**config.mk**
```make
export PLATFORM = sky130hd
export DESIGN_NAME = iotc_clock_control
export DESIGN_NICKNAME = d
export VERILOG_FILES = /design/src/hw/iotc_pkg.sv /design/src/hw/iotc_clock_control.sv
export VERILOG_INCLUDE_DIRS = /design/src /design/src/hw
export SDC_FILE = /design/constraint.sdc
export NUM_CORES = 1
export LEC_CHECK = 0
export BUFFER_PORTS_ARGS = -buffer_cell sky130_fd_sc_hd__buf_4
export CAP_MARGIN = 40
export CORE_MARGIN = 3
export CORE_UTILIZATION = 49
export DETAILED_ROUTE_END_ITERATION = 6
export PLACE_DENSITY = 0.85
export SYNTH_ARGS = -nofsm -noshare
export SYNTH_HDL_FRONTEND = slang
export SYNTH_SLANG_ARGS = --single-unit
```
**constraint.sdc**
```tcl
create_clock -name aclk -period 5.75 [get_ports aclk]
set_input_delay 1.15 -clock aclk [delete_from_list [all_inputs] [get_ports aclk]]
set_output_delay 1.15 -clock aclk [all_outputs]
set_load 0.02 [all_outputs]
```
**src/hw/iotc_params.svh**
```systemverilog
// Register map, field positions, reset values and timing counts for the clock control block
`ifndef IOTC_PARAMS_SVH
`define IOTC_PARAMS_SVH

`define IOTC_ADDR_W          4
`define IOTC_OFF_TUNING      4'h0
`define IOTC_OFF_CONTROL     4'h4

`define IOTC_TUN_LFSRC_BIT   7
`define IOTC_TUN_MULTIPLIER_ENABLE_BIT   6
`define IOTC_TUN_TRIM_HI     4
`define IOTC_TUN_TRIM_LO     0

`define IOTC_CON_IDLE_BIT    7
`define IOTC_CON_IRCF_HI     6
`define IOTC_CON_IRCF_LO     4
`define IOTC_CON_STARTUP_TIMEOUT_FLAG_BIT    3
`define IOTC_CON_INTERNAL_FREQ_STABLE_FLAG_BIT    2
`define IOTC_CON_SCS_HI      1
`define IOTC_CON_SCS_LO      0

`define IOTC_IRCF_RESET      3'h4
`define IOTC_IRCF_8MHZ       3'h7
`define IOTC_IRCF_4MHZ       3'h6
`define IOTC_IRCF_31KHZ      3'h0
`define IOTC_IRCF_TOP        3'h7
`define IOTC_LF_DIV_MASK     8'hFF

`define IOTC_CFG_INTIO_A     4'h9
`define IOTC_CFG_INTIO_B     4'h8

`define IOTC_OLD_TICKS       2'h2
`define IOTC_NEW_TICKS       3'h3

`define IOTC_RESP_OKAY       2'h0
`define IOTC_RESP_SLVERR     2'h2

`endif

```
**src/hw/iotc_pkg.sv**
```systemverilog
// Types shared by the clock control block
package iotc_pkg;

  typedef enum logic [1:0] {
    IOTC_SRC_PRI = 2'h0,
    IOTC_SRC_SEC = 2'h1,
    IOTC_SRC_INT = 2'h2
  } iotc_src_t;

  typedef enum logic [1:0] {
    IOTC_SW_IDLE = 2'h0,
    IOTC_SW_OLD  = 2'h1,
    IOTC_SW_NEW  = 2'h3
  } iotc_sw_t;

  // One-cycle rate enables from each oscillator
  typedef struct packed {
    logic primary_tick;
    logic secondary_tick;
    logic fast_osc_tick;
    logic slow_osc_tick;
  } iotc_ticks_t;

  // Levels reported by the oscillators and neighbouring units
  typedef struct packed {
    logic [3:0] primary_osc_config;
    logic       startup_timer_done;
    logic       fast_osc_stable;
    logic       secondary_osc_enable;
  } iotc_osc_status_t;

endpackage

```
**src/hw/iotc_clock_control.sv**
```systemverilog
// Clock source select, internal oscillator tuning and status with an AXI4-Lite register port
//
// Design decisions made here: the register addresses and the AXI4-Lite interface to the registers.
`timescale 1ns/1ns
`include "iotc_params.svh"

// Notes on behaviour
// - Low-frequency select: fast oscillator divided by 256
// - Multiplier only at 4 or 8 MHz
// - Multiplier bit dead and zero outside the internal configurations
// - Trim field is a signed five-bit code
// - Clock select: 1x internal, 01 secondary, 00 primary
// - Clock select cleared on every reset
// - Source switch starts right after select write
// - Three-bit code picks internal output frequency
// - Frequency code change applies at once
// - Frequency code resets to 1 MHz
// - Watchdog always clocked from slow oscillator
// - Start-up flag set once timer expired, only while the primary source clocks the device
// - Internal stable flag when fast oscillator clocks
// - Secondary active flag while timer-1 oscillator clocks
// - At most one clock status flag set
// - Sleep instruction enters idle or full sleep
// - Secondary select ignored without oscillator enable
// - Glitch-free switch: two old, three new cycles
// - Multiplier allowed only in internal configurations
// - Trim settles without any completion indication
module iotc_clock_control (
  input  wire logic                      aclk,
  input  wire logic                      aresetn,
  input  wire logic [`IOTC_ADDR_W-1:0]   s_axi_awaddr,
  input  wire logic [2:0]                s_axi_awprot,
  input  wire logic                      s_axi_awvalid,
  output logic                           s_axi_awready,
  input  wire logic [31:0]               s_axi_wdata,
  input  wire logic [3:0]                s_axi_wstrb,
  input  wire logic                      s_axi_wvalid,
  output logic                           s_axi_wready,
  output logic [1:0]                     s_axi_bresp,
  output logic                           s_axi_bvalid,
  input  wire logic                      s_axi_bready,
  input  wire logic [`IOTC_ADDR_W-1:0]   s_axi_araddr,
  input  wire logic [2:0]                s_axi_arprot,
  input  wire logic                      s_axi_arvalid,
  output logic                           s_axi_arready,
  output logic [31:0]                    s_axi_rdata,
  output logic [1:0]                     s_axi_rresp,
  output logic                           s_axi_rvalid,
  input  wire logic                      s_axi_rready,
  input  wire iotc_pkg::iotc_ticks_t     osc_ticks,
  input  wire iotc_pkg::iotc_osc_status_t osc_status,
  input  wire logic                      sleep_exec,
  output iotc_pkg::iotc_src_t            active_source,
  output logic                           clock_hold,
  output logic                           device_clk_tick,
  output logic                           internal_clk_tick,
  output logic                           watchdog_clk_tick,
  output logic                           multiplier_on,
  output logic [4:0]                     freq_trim,
  output logic                           secondary_clock_active_flag,
  output logic                           sleep_enter,
  output logic                           idle_enter
);
  import iotc_pkg::*;

  logic              lf_src_ff;
  logic              multiplier_enable_ff;
  logic [4:0]        trim_ff;
  logic              idle_ff;
  logic [2:0]        ircf_ff;
  logic [1:0]        scs_ff;
  logic              bvalid_ff;
  logic [1:0]        bresp_ff;
  logic              rvalid_ff;
  logic [31:0]       rdata_ff;
  logic [1:0]        rresp_ff;
  logic [7:0]        psc_ff;
  logic              int_tick_ff;
  logic              dev_tick_ff;
  logic              wdt_tick_ff;
  logic              sleep_ff;
  logic              idle_ent_ff;
  iotc_sw_t          sw_ff;
  iotc_src_t         active_ff;
  iotc_src_t         target_ff;
  logic [1:0]        old_cnt_ff;
  logic [2:0]        new_cnt_ff;

  logic              wr_go;
  logic              rd_go;
  logic              pll_cfg_ok;
  logic [7:0]        tune_rd;
  logic [7:0]        ctrl_rd;
  logic [7:0]        div_mask;
  logic              int_tick;
  logic              uses_fast;
  iotc_src_t         req_src;
  iotc_src_t         want_src;
  logic              old_tick;
  logic              new_tick;
  logic              flag_ost;
  logic              flag_internal_freq_stable_flag;
  logic              flag_sec;
  logic              sw_start;

  // Bus slave: address and data are taken together, at most one write and one read response outstanding at a time
  assign wr_go         = s_axi_awvalid && s_axi_wvalid && !bvalid_ff;
  assign rd_go         = s_axi_arvalid && !rvalid_ff;
  assign s_axi_awready = wr_go;
  assign s_axi_wready  = wr_go;
  assign s_axi_arready = rd_go;
  assign s_axi_bvalid  = bvalid_ff;
  assign s_axi_bresp   = bresp_ff;
  assign s_axi_rvalid  = rvalid_ff;
  assign s_axi_rdata   = rdata_ff;
  assign s_axi_rresp   = rresp_ff;

  assign pll_cfg_ok = (osc_status.primary_osc_config == `IOTC_CFG_INTIO_A) ||
                      (osc_status.primary_osc_config == `IOTC_CFG_INTIO_B);

  always_comb begin
    tune_rd = 8'h00;
    tune_rd[`IOTC_TUN_LFSRC_BIT] = lf_src_ff;
    tune_rd[`IOTC_TUN_MULTIPLIER_ENABLE_BIT] = multiplier_enable_ff && pll_cfg_ok;
    tune_rd[`IOTC_TUN_TRIM_HI:`IOTC_TUN_TRIM_LO] = trim_ff;
    ctrl_rd = 8'h00;
    ctrl_rd[`IOTC_CON_IDLE_BIT] = idle_ff;
    ctrl_rd[`IOTC_CON_IRCF_HI:`IOTC_CON_IRCF_LO] = ircf_ff;
    ctrl_rd[`IOTC_CON_STARTUP_TIMEOUT_FLAG_BIT] = flag_ost;
    ctrl_rd[`IOTC_CON_INTERNAL_FREQ_STABLE_FLAG_BIT] = flag_internal_freq_stable_flag;
    ctrl_rd[`IOTC_CON_SCS_HI:`IOTC_CON_SCS_LO] = scs_ff;
  end

  always_ff @(posedge aclk) begin
    if (!aresetn) begin
      bvalid_ff <= 1'b0;
      bresp_ff  <= `IOTC_RESP_OKAY;
    end else if (wr_go) begin
      bvalid_ff <= 1'b1;
      bresp_ff  <= (s_axi_awaddr == `IOTC_OFF_TUNING || s_axi_awaddr == `IOTC_OFF_CONTROL) ?
                   `IOTC_RESP_OKAY : `IOTC_RESP_SLVERR;
    end else if (s_axi_bready) begin
      bvalid_ff <= 1'b0;
    end
  end

  always_ff @(posedge aclk) begin
    if (!aresetn) begin
      rvalid_ff <= 1'b0;
      rdata_ff  <= 32'h0000_0000;
      rresp_ff  <= `IOTC_RESP_OKAY;
    end else if (rd_go) begin
      rvalid_ff <= 1'b1;
      rresp_ff  <= `IOTC_RESP_OKAY;
      if (s_axi_araddr == `IOTC_OFF_TUNING) begin
        rdata_ff <= {24'h000000, tune_rd};
      end else if (s_axi_araddr == `IOTC_OFF_CONTROL) begin
        rdata_ff <= {24'h000000, ctrl_rd};
      end else begin
        rdata_ff <= 32'h0000_0000;
        rresp_ff <= `IOTC_RESP_SLVERR;
      end
    end else if (s_axi_rready) begin
      rvalid_ff <= 1'b0;
    end
  end

  // Tuning register; bit 5 has no storage
  always_ff @(posedge aclk) begin
    if (!aresetn) begin
      lf_src_ff <= 1'b0;
      multiplier_enable_ff  <= 1'b0;
      trim_ff   <= 5'h00;
    end else if (wr_go && s_axi_wstrb[0] && s_axi_awaddr == `IOTC_OFF_TUNING) begin
      lf_src_ff <= s_axi_wdata[`IOTC_TUN_LFSRC_BIT];
      multiplier_enable_ff  <= s_axi_wdata[`IOTC_TUN_MULTIPLIER_ENABLE_BIT];
      trim_ff   <= s_axi_wdata[`IOTC_TUN_TRIM_HI:`IOTC_TUN_TRIM_LO];
    end
  end

  // Control register; status bits 3 and 2 are computed, never stored
  always_ff @(posedge aclk) begin
    if (!aresetn) begin
      idle_ff <= 1'b0;
      ircf_ff <= `IOTC_IRCF_RESET;
      scs_ff  <= 2'h0;
    end else if (wr_go && s_axi_wstrb[0] && s_axi_awaddr == `IOTC_OFF_CONTROL) begin
      idle_ff <= s_axi_wdata[`IOTC_CON_IDLE_BIT];
      ircf_ff <= s_axi_wdata[`IOTC_CON_IRCF_HI:`IOTC_CON_IRCF_LO];
      scs_ff  <= s_axi_wdata[`IOTC_CON_SCS_HI:`IOTC_CON_SCS_LO];
    end
  end

  // Trim goes straight to the oscillator as a two's complement code; it settles on its own
  assign freq_trim = trim_ff;

  assign multiplier_on = multiplier_enable_ff && pll_cfg_ok &&
                         (ircf_ff == `IOTC_IRCF_8MHZ || ircf_ff == `IOTC_IRCF_4MHZ);

  // Postscaler: divide by 2^(7-code), the 31 kHz slot by 256 from the fast oscillator
  assign div_mask = (ircf_ff == `IOTC_IRCF_31KHZ) ? `IOTC_LF_DIV_MASK :
                    8'((9'h001 << (`IOTC_IRCF_TOP - ircf_ff)) - 9'h001);

  always_comb begin
    if (ircf_ff == `IOTC_IRCF_31KHZ && !lf_src_ff) begin
      int_tick = osc_ticks.slow_osc_tick;
    end else begin
      int_tick = osc_ticks.fast_osc_tick && ((psc_ff & div_mask) == div_mask);
    end
  end

  assign uses_fast = (ircf_ff != `IOTC_IRCF_31KHZ) || lf_src_ff;

  always_ff @(posedge aclk) begin
    if (!aresetn) begin
      psc_ff <= 8'h00;
    end else if (osc_ticks.fast_osc_tick) begin
      psc_ff <= psc_ff + 8'h01;
    end
  end

  // Source decode; a secondary request is held off while its oscillator is not enabled and switches once it is
  assign req_src  = scs_ff[1] ? IOTC_SRC_INT : (scs_ff[0] ? IOTC_SRC_SEC : IOTC_SRC_PRI);
  assign want_src = (req_src == IOTC_SRC_SEC && !osc_status.secondary_osc_enable) ? active_ff : req_src;

  function automatic logic src_tick(input iotc_src_t s, input iotc_ticks_t t, input logic it);
    unique case (s)
      IOTC_SRC_PRI: src_tick = t.primary_tick;
      IOTC_SRC_SEC: src_tick = t.secondary_tick;
      IOTC_SRC_INT: src_tick = it;
      default:      src_tick = 1'b0;
    endcase
  endfunction

  assign old_tick = src_tick(active_ff, osc_ticks, int_tick);
  assign new_tick = src_tick(target_ff, osc_ticks, int_tick);
  assign sw_start = (sw_ff == IOTC_SW_IDLE) && (want_src != active_ff);

  // Switch: hold the device clock for two old-source and three new-source cycles
  always_ff @(posedge aclk) begin
    if (!aresetn) begin
      sw_ff      <= IOTC_SW_IDLE;
      active_ff  <= IOTC_SRC_PRI;
      target_ff  <= IOTC_SRC_PRI;
      old_cnt_ff <= 2'h0;
      new_cnt_ff <= 3'h0;
    end else begin
      unique case (sw_ff)
        IOTC_SW_IDLE: begin
          if (sw_start) begin
            sw_ff      <= IOTC_SW_OLD;
            target_ff  <= want_src;
            old_cnt_ff <= 2'h0;
          end
        end
        IOTC_SW_OLD: begin
          if (old_tick) begin
            if (old_cnt_ff == `IOTC_OLD_TICKS - 2'h1) begin
              sw_ff      <= IOTC_SW_NEW;
              new_cnt_ff <= 3'h0;
            end else begin
              old_cnt_ff <= old_cnt_ff + 2'h1;
            end
          end
        end
        IOTC_SW_NEW: begin
          if (new_tick) begin
            if (new_cnt_ff == `IOTC_NEW_TICKS - 3'h1) begin
              sw_ff     <= IOTC_SW_IDLE;
              active_ff <= target_ff;
            end else begin
              new_cnt_ff <= new_cnt_ff + 3'h1;
            end
          end
        end
        default: sw_ff <= IOTC_SW_IDLE;
      endcase
    end
  end

  assign clock_hold    = (sw_ff != IOTC_SW_IDLE);
  assign active_source = active_ff;

  // Flags qualified by the settled source, so they stay mutually exclusive through a switch
  assign flag_ost  = !clock_hold && active_ff == IOTC_SRC_PRI && osc_status.startup_timer_done;
  assign flag_internal_freq_stable_flag = !clock_hold && active_ff == IOTC_SRC_INT && uses_fast &&
                     osc_status.fast_osc_stable;
  assign flag_sec  = !clock_hold && active_ff == IOTC_SRC_SEC;
  assign secondary_clock_active_flag = flag_sec;

  // Output strobes are registered, so each lags its source tick by one cycle
  always_ff @(posedge aclk) begin
    if (!aresetn) begin
      int_tick_ff <= 1'b0;
      dev_tick_ff <= 1'b0;
      wdt_tick_ff <= 1'b0;
    end else begin
      int_tick_ff <= int_tick;
      dev_tick_ff <= old_tick && !clock_hold;
      wdt_tick_ff <= osc_ticks.slow_osc_tick;
    end
  end

  assign internal_clk_tick = int_tick_ff;
  assign device_clk_tick   = dev_tick_ff;
  assign watchdog_clk_tick = wdt_tick_ff;

  always_ff @(posedge aclk) begin
    if (!aresetn) begin
      sleep_ff    <= 1'b0;
      idle_ent_ff <= 1'b0;
    end else begin
      sleep_ff    <= sleep_exec && !idle_ff;
      idle_ent_ff <= sleep_exec && idle_ff;
    end
  end

  assign sleep_enter = sleep_ff;
  assign idle_enter  = idle_ent_ff;

  sel_reset_a: assert property (@(posedge aclk) !aresetn |=> scs_ff == 2'h0 && active_ff == IOTC_SRC_PRI)
    else $error("clock select not cleared by reset");

  ircf_reset_a: assert property (@(posedge aclk) !aresetn |=> ircf_ff == `IOTC_IRCF_RESET)
    else $error("frequency code not at 1 MHz after reset");

  pll_gate_a: assert property (@(posedge aclk) disable iff (!aresetn)
      multiplier_on |-> pll_cfg_ok && ircf_ff[2] && ircf_ff[1])
    else $error("multiplier on outside 4 or 8 MHz internal mode");

  pll_read_a: assert property (@(posedge aclk) disable iff (!aresetn)
      !pll_cfg_ok |-> !tune_rd[`IOTC_TUN_MULTIPLIER_ENABLE_BIT])
    else $error("multiplier bit reads one in wrong configuration");

  flags_onehot_a: assert property (@(posedge aclk) disable iff (!aresetn)
      $onehot0({flag_ost, flag_internal_freq_stable_flag, flag_sec}))
    else $error("more than one clock status flag set");

  switch_len_a: assert property (@(posedge aclk) disable iff (!aresetn)
      (active_ff != $past(active_ff)) |-> $past(sw_ff) == IOTC_SW_NEW &&
      $past(new_cnt_ff) == `IOTC_NEW_TICKS - 3'h1 && $past(new_tick))
    else $error("source changed without full new-source pause");

  switch_old_a: assert property (@(posedge aclk) disable iff (!aresetn)
      (sw_ff == IOTC_SW_OLD ##1 sw_ff == IOTC_SW_NEW) |-> $past(old_tick) && $past(old_cnt_ff) == 2'h1)
    else $error("old-source pause not two cycles");

  sec_ignore_a: assert property (@(posedge aclk) disable iff (!aresetn)
      sw_start && !osc_status.secondary_osc_enable |=> target_ff != IOTC_SRC_SEC)
    else $error("secondary selected while its oscillator is off");

  sleep_mode_a: assert property (@(posedge aclk) disable iff (!aresetn)
      sleep_exec |=> (idle_enter == $past(idle_ff)) && (sleep_enter == !$past(idle_ff)))
    else $error("sleep instruction entered wrong mode");

  ost_flag_a: assert property (@(posedge aclk) disable iff (!aresetn)
      !osc_status.startup_timer_done |-> !flag_ost)
    else $error("start-up flag set while timer counting");

  lf_div_a: assert property (@(posedge aclk) disable iff (!aresetn)
      int_tick && ircf_ff == `IOTC_IRCF_31KHZ && lf_src_ff |-> psc_ff == `IOTC_LF_DIV_MASK)
    else $error("low-frequency tick not at divide-by-256");

endmodule

```
==> impl_metrics.py <==
metrics = {
    "layout": {
        "n_antenna_cell": 0,
        "stdcell_count": 422,
        "drive_gt1_share_pct": 22.5,
        "final_cell_mix": "buf_4, dfxtp_1, nor2_1",
        "syn2layout_area_growth_pct": 19.5,
        "layout_commonest_cell": "buf_4",
        "fin_nets": 427,
    },
    "routing": {
        "vias": 2200,
        "vias_per_cell": 5.21,
        "dr.first_iter.drc_count": 84,
        "post_drt_wl_per_cell_um": 13.5,
        "drc": 0,
        "antenna_left": 0,
        "dr.pass1.iters": 4,
        "finalWirelength_um": 5690,
    },
    "worst_setup_path": {
        "r2r_cells": 8,
        "worstSetupPathType": "primary input to output pin",
        "critPathLaunchType": "primary input",
        "rrSetupSlack_ns": 3.61,
        "path_max_fanout": 17,
        "crit_arrival_ns": 2.01,
        "required_ns": 4.60,
        "crit_path_end_kind": "output pin",
    },
    "sta": {
        "hold_violations": 0,
        "fin_ws_ns": 2.59,
        "max_freq_mhz": 316,
        "worst_slew_pin_slew_ns": 0.611,
        "holdWs_ns": 0.467,
        "rsz0062_at_grt": "false",
        "setup_tns_ns": 0,
        "finalCritPeriodShare_pct": 55.0,
        "skew_ns": 0.0113,
        "slew-limit-headroom_pct": 59.3,
        "setup_violations": 0,
        "finalMaxSlewViolations": 0,
        "post-route-min-period_ns": 3.16,
    },
    "synth": {
        "synth.distinct_cells": 48,
        "ys_warn_count": 0,
        "seq_area_frac_synth_pct": 39.2,
        "async_flop_share_pct": 0,
        "yosys_register_bits": 49,
        "syn_area_mm2": 0.00250,
        "synth_area_leaders": "dfxtp_1, mux2i_1, buf_4",
        "synthCells": 299,
        "syn_area_per_cell_um2": 8.37,
        "synthFlopType": "dfxtp_1",
        "synth_top_area_share_pct": 39.2,
        "synth_top_area_cell": "dfxtp_1",
        "synth_edf_count": 0,
    },
    "floorplanning": {
        "dieArea_mm2": 0.00600,
        "die_x_um": 77.5,
        "core_mm2": 0.00482,
        "die_y_um": 77.5,
        "initial_utilization_pct": 51.9,
        "rows": 25,
        "io_pins": 125,
    },
    "clock_tree": {
        "cts_root_buf": "clkbuf_8",
        "cts_resized": 0,
        "clk_latency_ns": 0.31,
        "path_clk_slew_ns": 0.09,
        "clockBufferDepth": 2,
        "hold_buffers": 0,
        "cts.htree.levels": 2,
        "numCtsBuffers": 5,
        "cts_sinks": 49,
        "postCtsSetupBuffers": 0,
        "cts_tree": "built",
    },
    "grt": {
        "grt_pass1_wl_um": 9340,
        "overflow": 0,
        "antenna_found_initial": 0,
        "grt_pass1_vias": 2058,
        "grt_use_total_pct": 19.2,
        "grt_max_degree": 27,
    },
    "power_and_ir_drop": {
        "p_total_uw": 646,
        "ir_drop_mv": 0.143,
        "powerDensity_mw_per_mm2": 216,
        "power.leakage_nw": 1.29,
    },
    "status": {
        "outcome": "completed",
    },
    "placement": {
        "dp.cells": 414,
        "dp_hpwl_um": 4330,
        "numPortBuffers": 64,
        "gp_congestion": 0.853,
        "place_ws_ns": 2.61,
    },
    "flow_run": {
        "max_cap_viol_count": 0,
    },
    "worst_hold_path": {
        "holdPathStages": 2,
        "hold_class": "flip-flop to flip-flop",
    },
}
-- synth_stat cells (2+ instances only) --
cell and count:
mux2i_1 23, inv_1 16, o21ai_0 13, xor2_1 5
nor3_1 13, clkbuf_1 14, ha_1 4, a21oi_1 18
a22oi_1 3, nand2b_1 6, and3_1 3, dfxtp_1 49
o32ai_1 2, and2_1 3, nand3_1 6, or3_1 5
buf_4 27, nor2_1 36, nand4_1 4, nand2_1 19
a21boi_0 3
-- final timing paths --
path / startpoint / endpoint
hold / removal: old_cnt_ff[1] / old_cnt_ff[1]
setup / recovery: s_axi_arvalid / s_axi_arready
hold reg to reg: old_cnt_ff[1] / old_cnt_ff[1]
setup reg to reg: new_cnt_ff[0] / new_cnt_ff[1]
-- final cells by class --
type | instances | area (µm²)
fill | 437 | 1830
multi-input combinational | 217 | 1290
sequential | 49 | 981
timing repair buffer | 65 | 488
tap | 67 | 83.8
clock buffer | 6 | 72.6
inverter | 16 | 60.1
clock inverter | 2 | 15.0
-- routing by layer --
| metal | wire (µm) | global-route usage, % | vias to the layer above |
|---|---|---|---|
| met5 | 0 | 0 | - |
| met4 | 115 | 7.47 | 0 |
| met3 | 354 | 4.64 | 11 |
| met2 | 2920 | 33.8 | 83 |
| met1 | 2300 | 22.3 | 1025 |
| li1 | - | - | 1081 |
-- state kept, by name, summed over array words and instances, names as in the netlist, 2 cells and up --
| signal | count |
|---|---|
| new_cnt_ff | 3 |
| freq_trim | 5 |
| s_axi_rdata | 8 |
| sw_ff | 2 |
| old_cnt_ff | 2 |
| active_source | 2 |
| target_ff | 2 |
| psc_ff | 8 |
| ircf_ff | 3 |
| scs_ff | 2 |
-- critical path, cell delays in order --
cell and delay [ns]:
buf_4 0.11, nand2b_1 0.43, inv_1 0.13, buf_4 0.19
-- cell families (layout without fill, tap and decap cells) --
kind of cell	after synthesis	after routing	share of synthesized area [%]
buf+inv	58	89	13.0
flops	49	49	39.2
mux	23	23	9.20
compound gates	53	53	13.4
xor+xnor	6	6	2.10
simple gates	105	105	21.0
fa+ha+maj	4	4	2.00
other cells	1	26	0.150
-- power breakdown --
group / internal (mW) / switching [mW]
Combinational: 0.0353 / 0.0544
Clock: 0.0859 / 0.118
Sequential: 0.346 / 0.00667
Total: 0.467 / 0.179
-- metrics by stage --
stage | cell area [µm²] | util [%]
final | 2990 | 62.1
after global placement | 2900 | 60.2
after detailed placement | 2900 | 60.2
after floorplan | 2600 | -
after global routing | 2990 | 62.1
after CTS | 2990 | 62.1
Power figures use the tool's default switching activity.
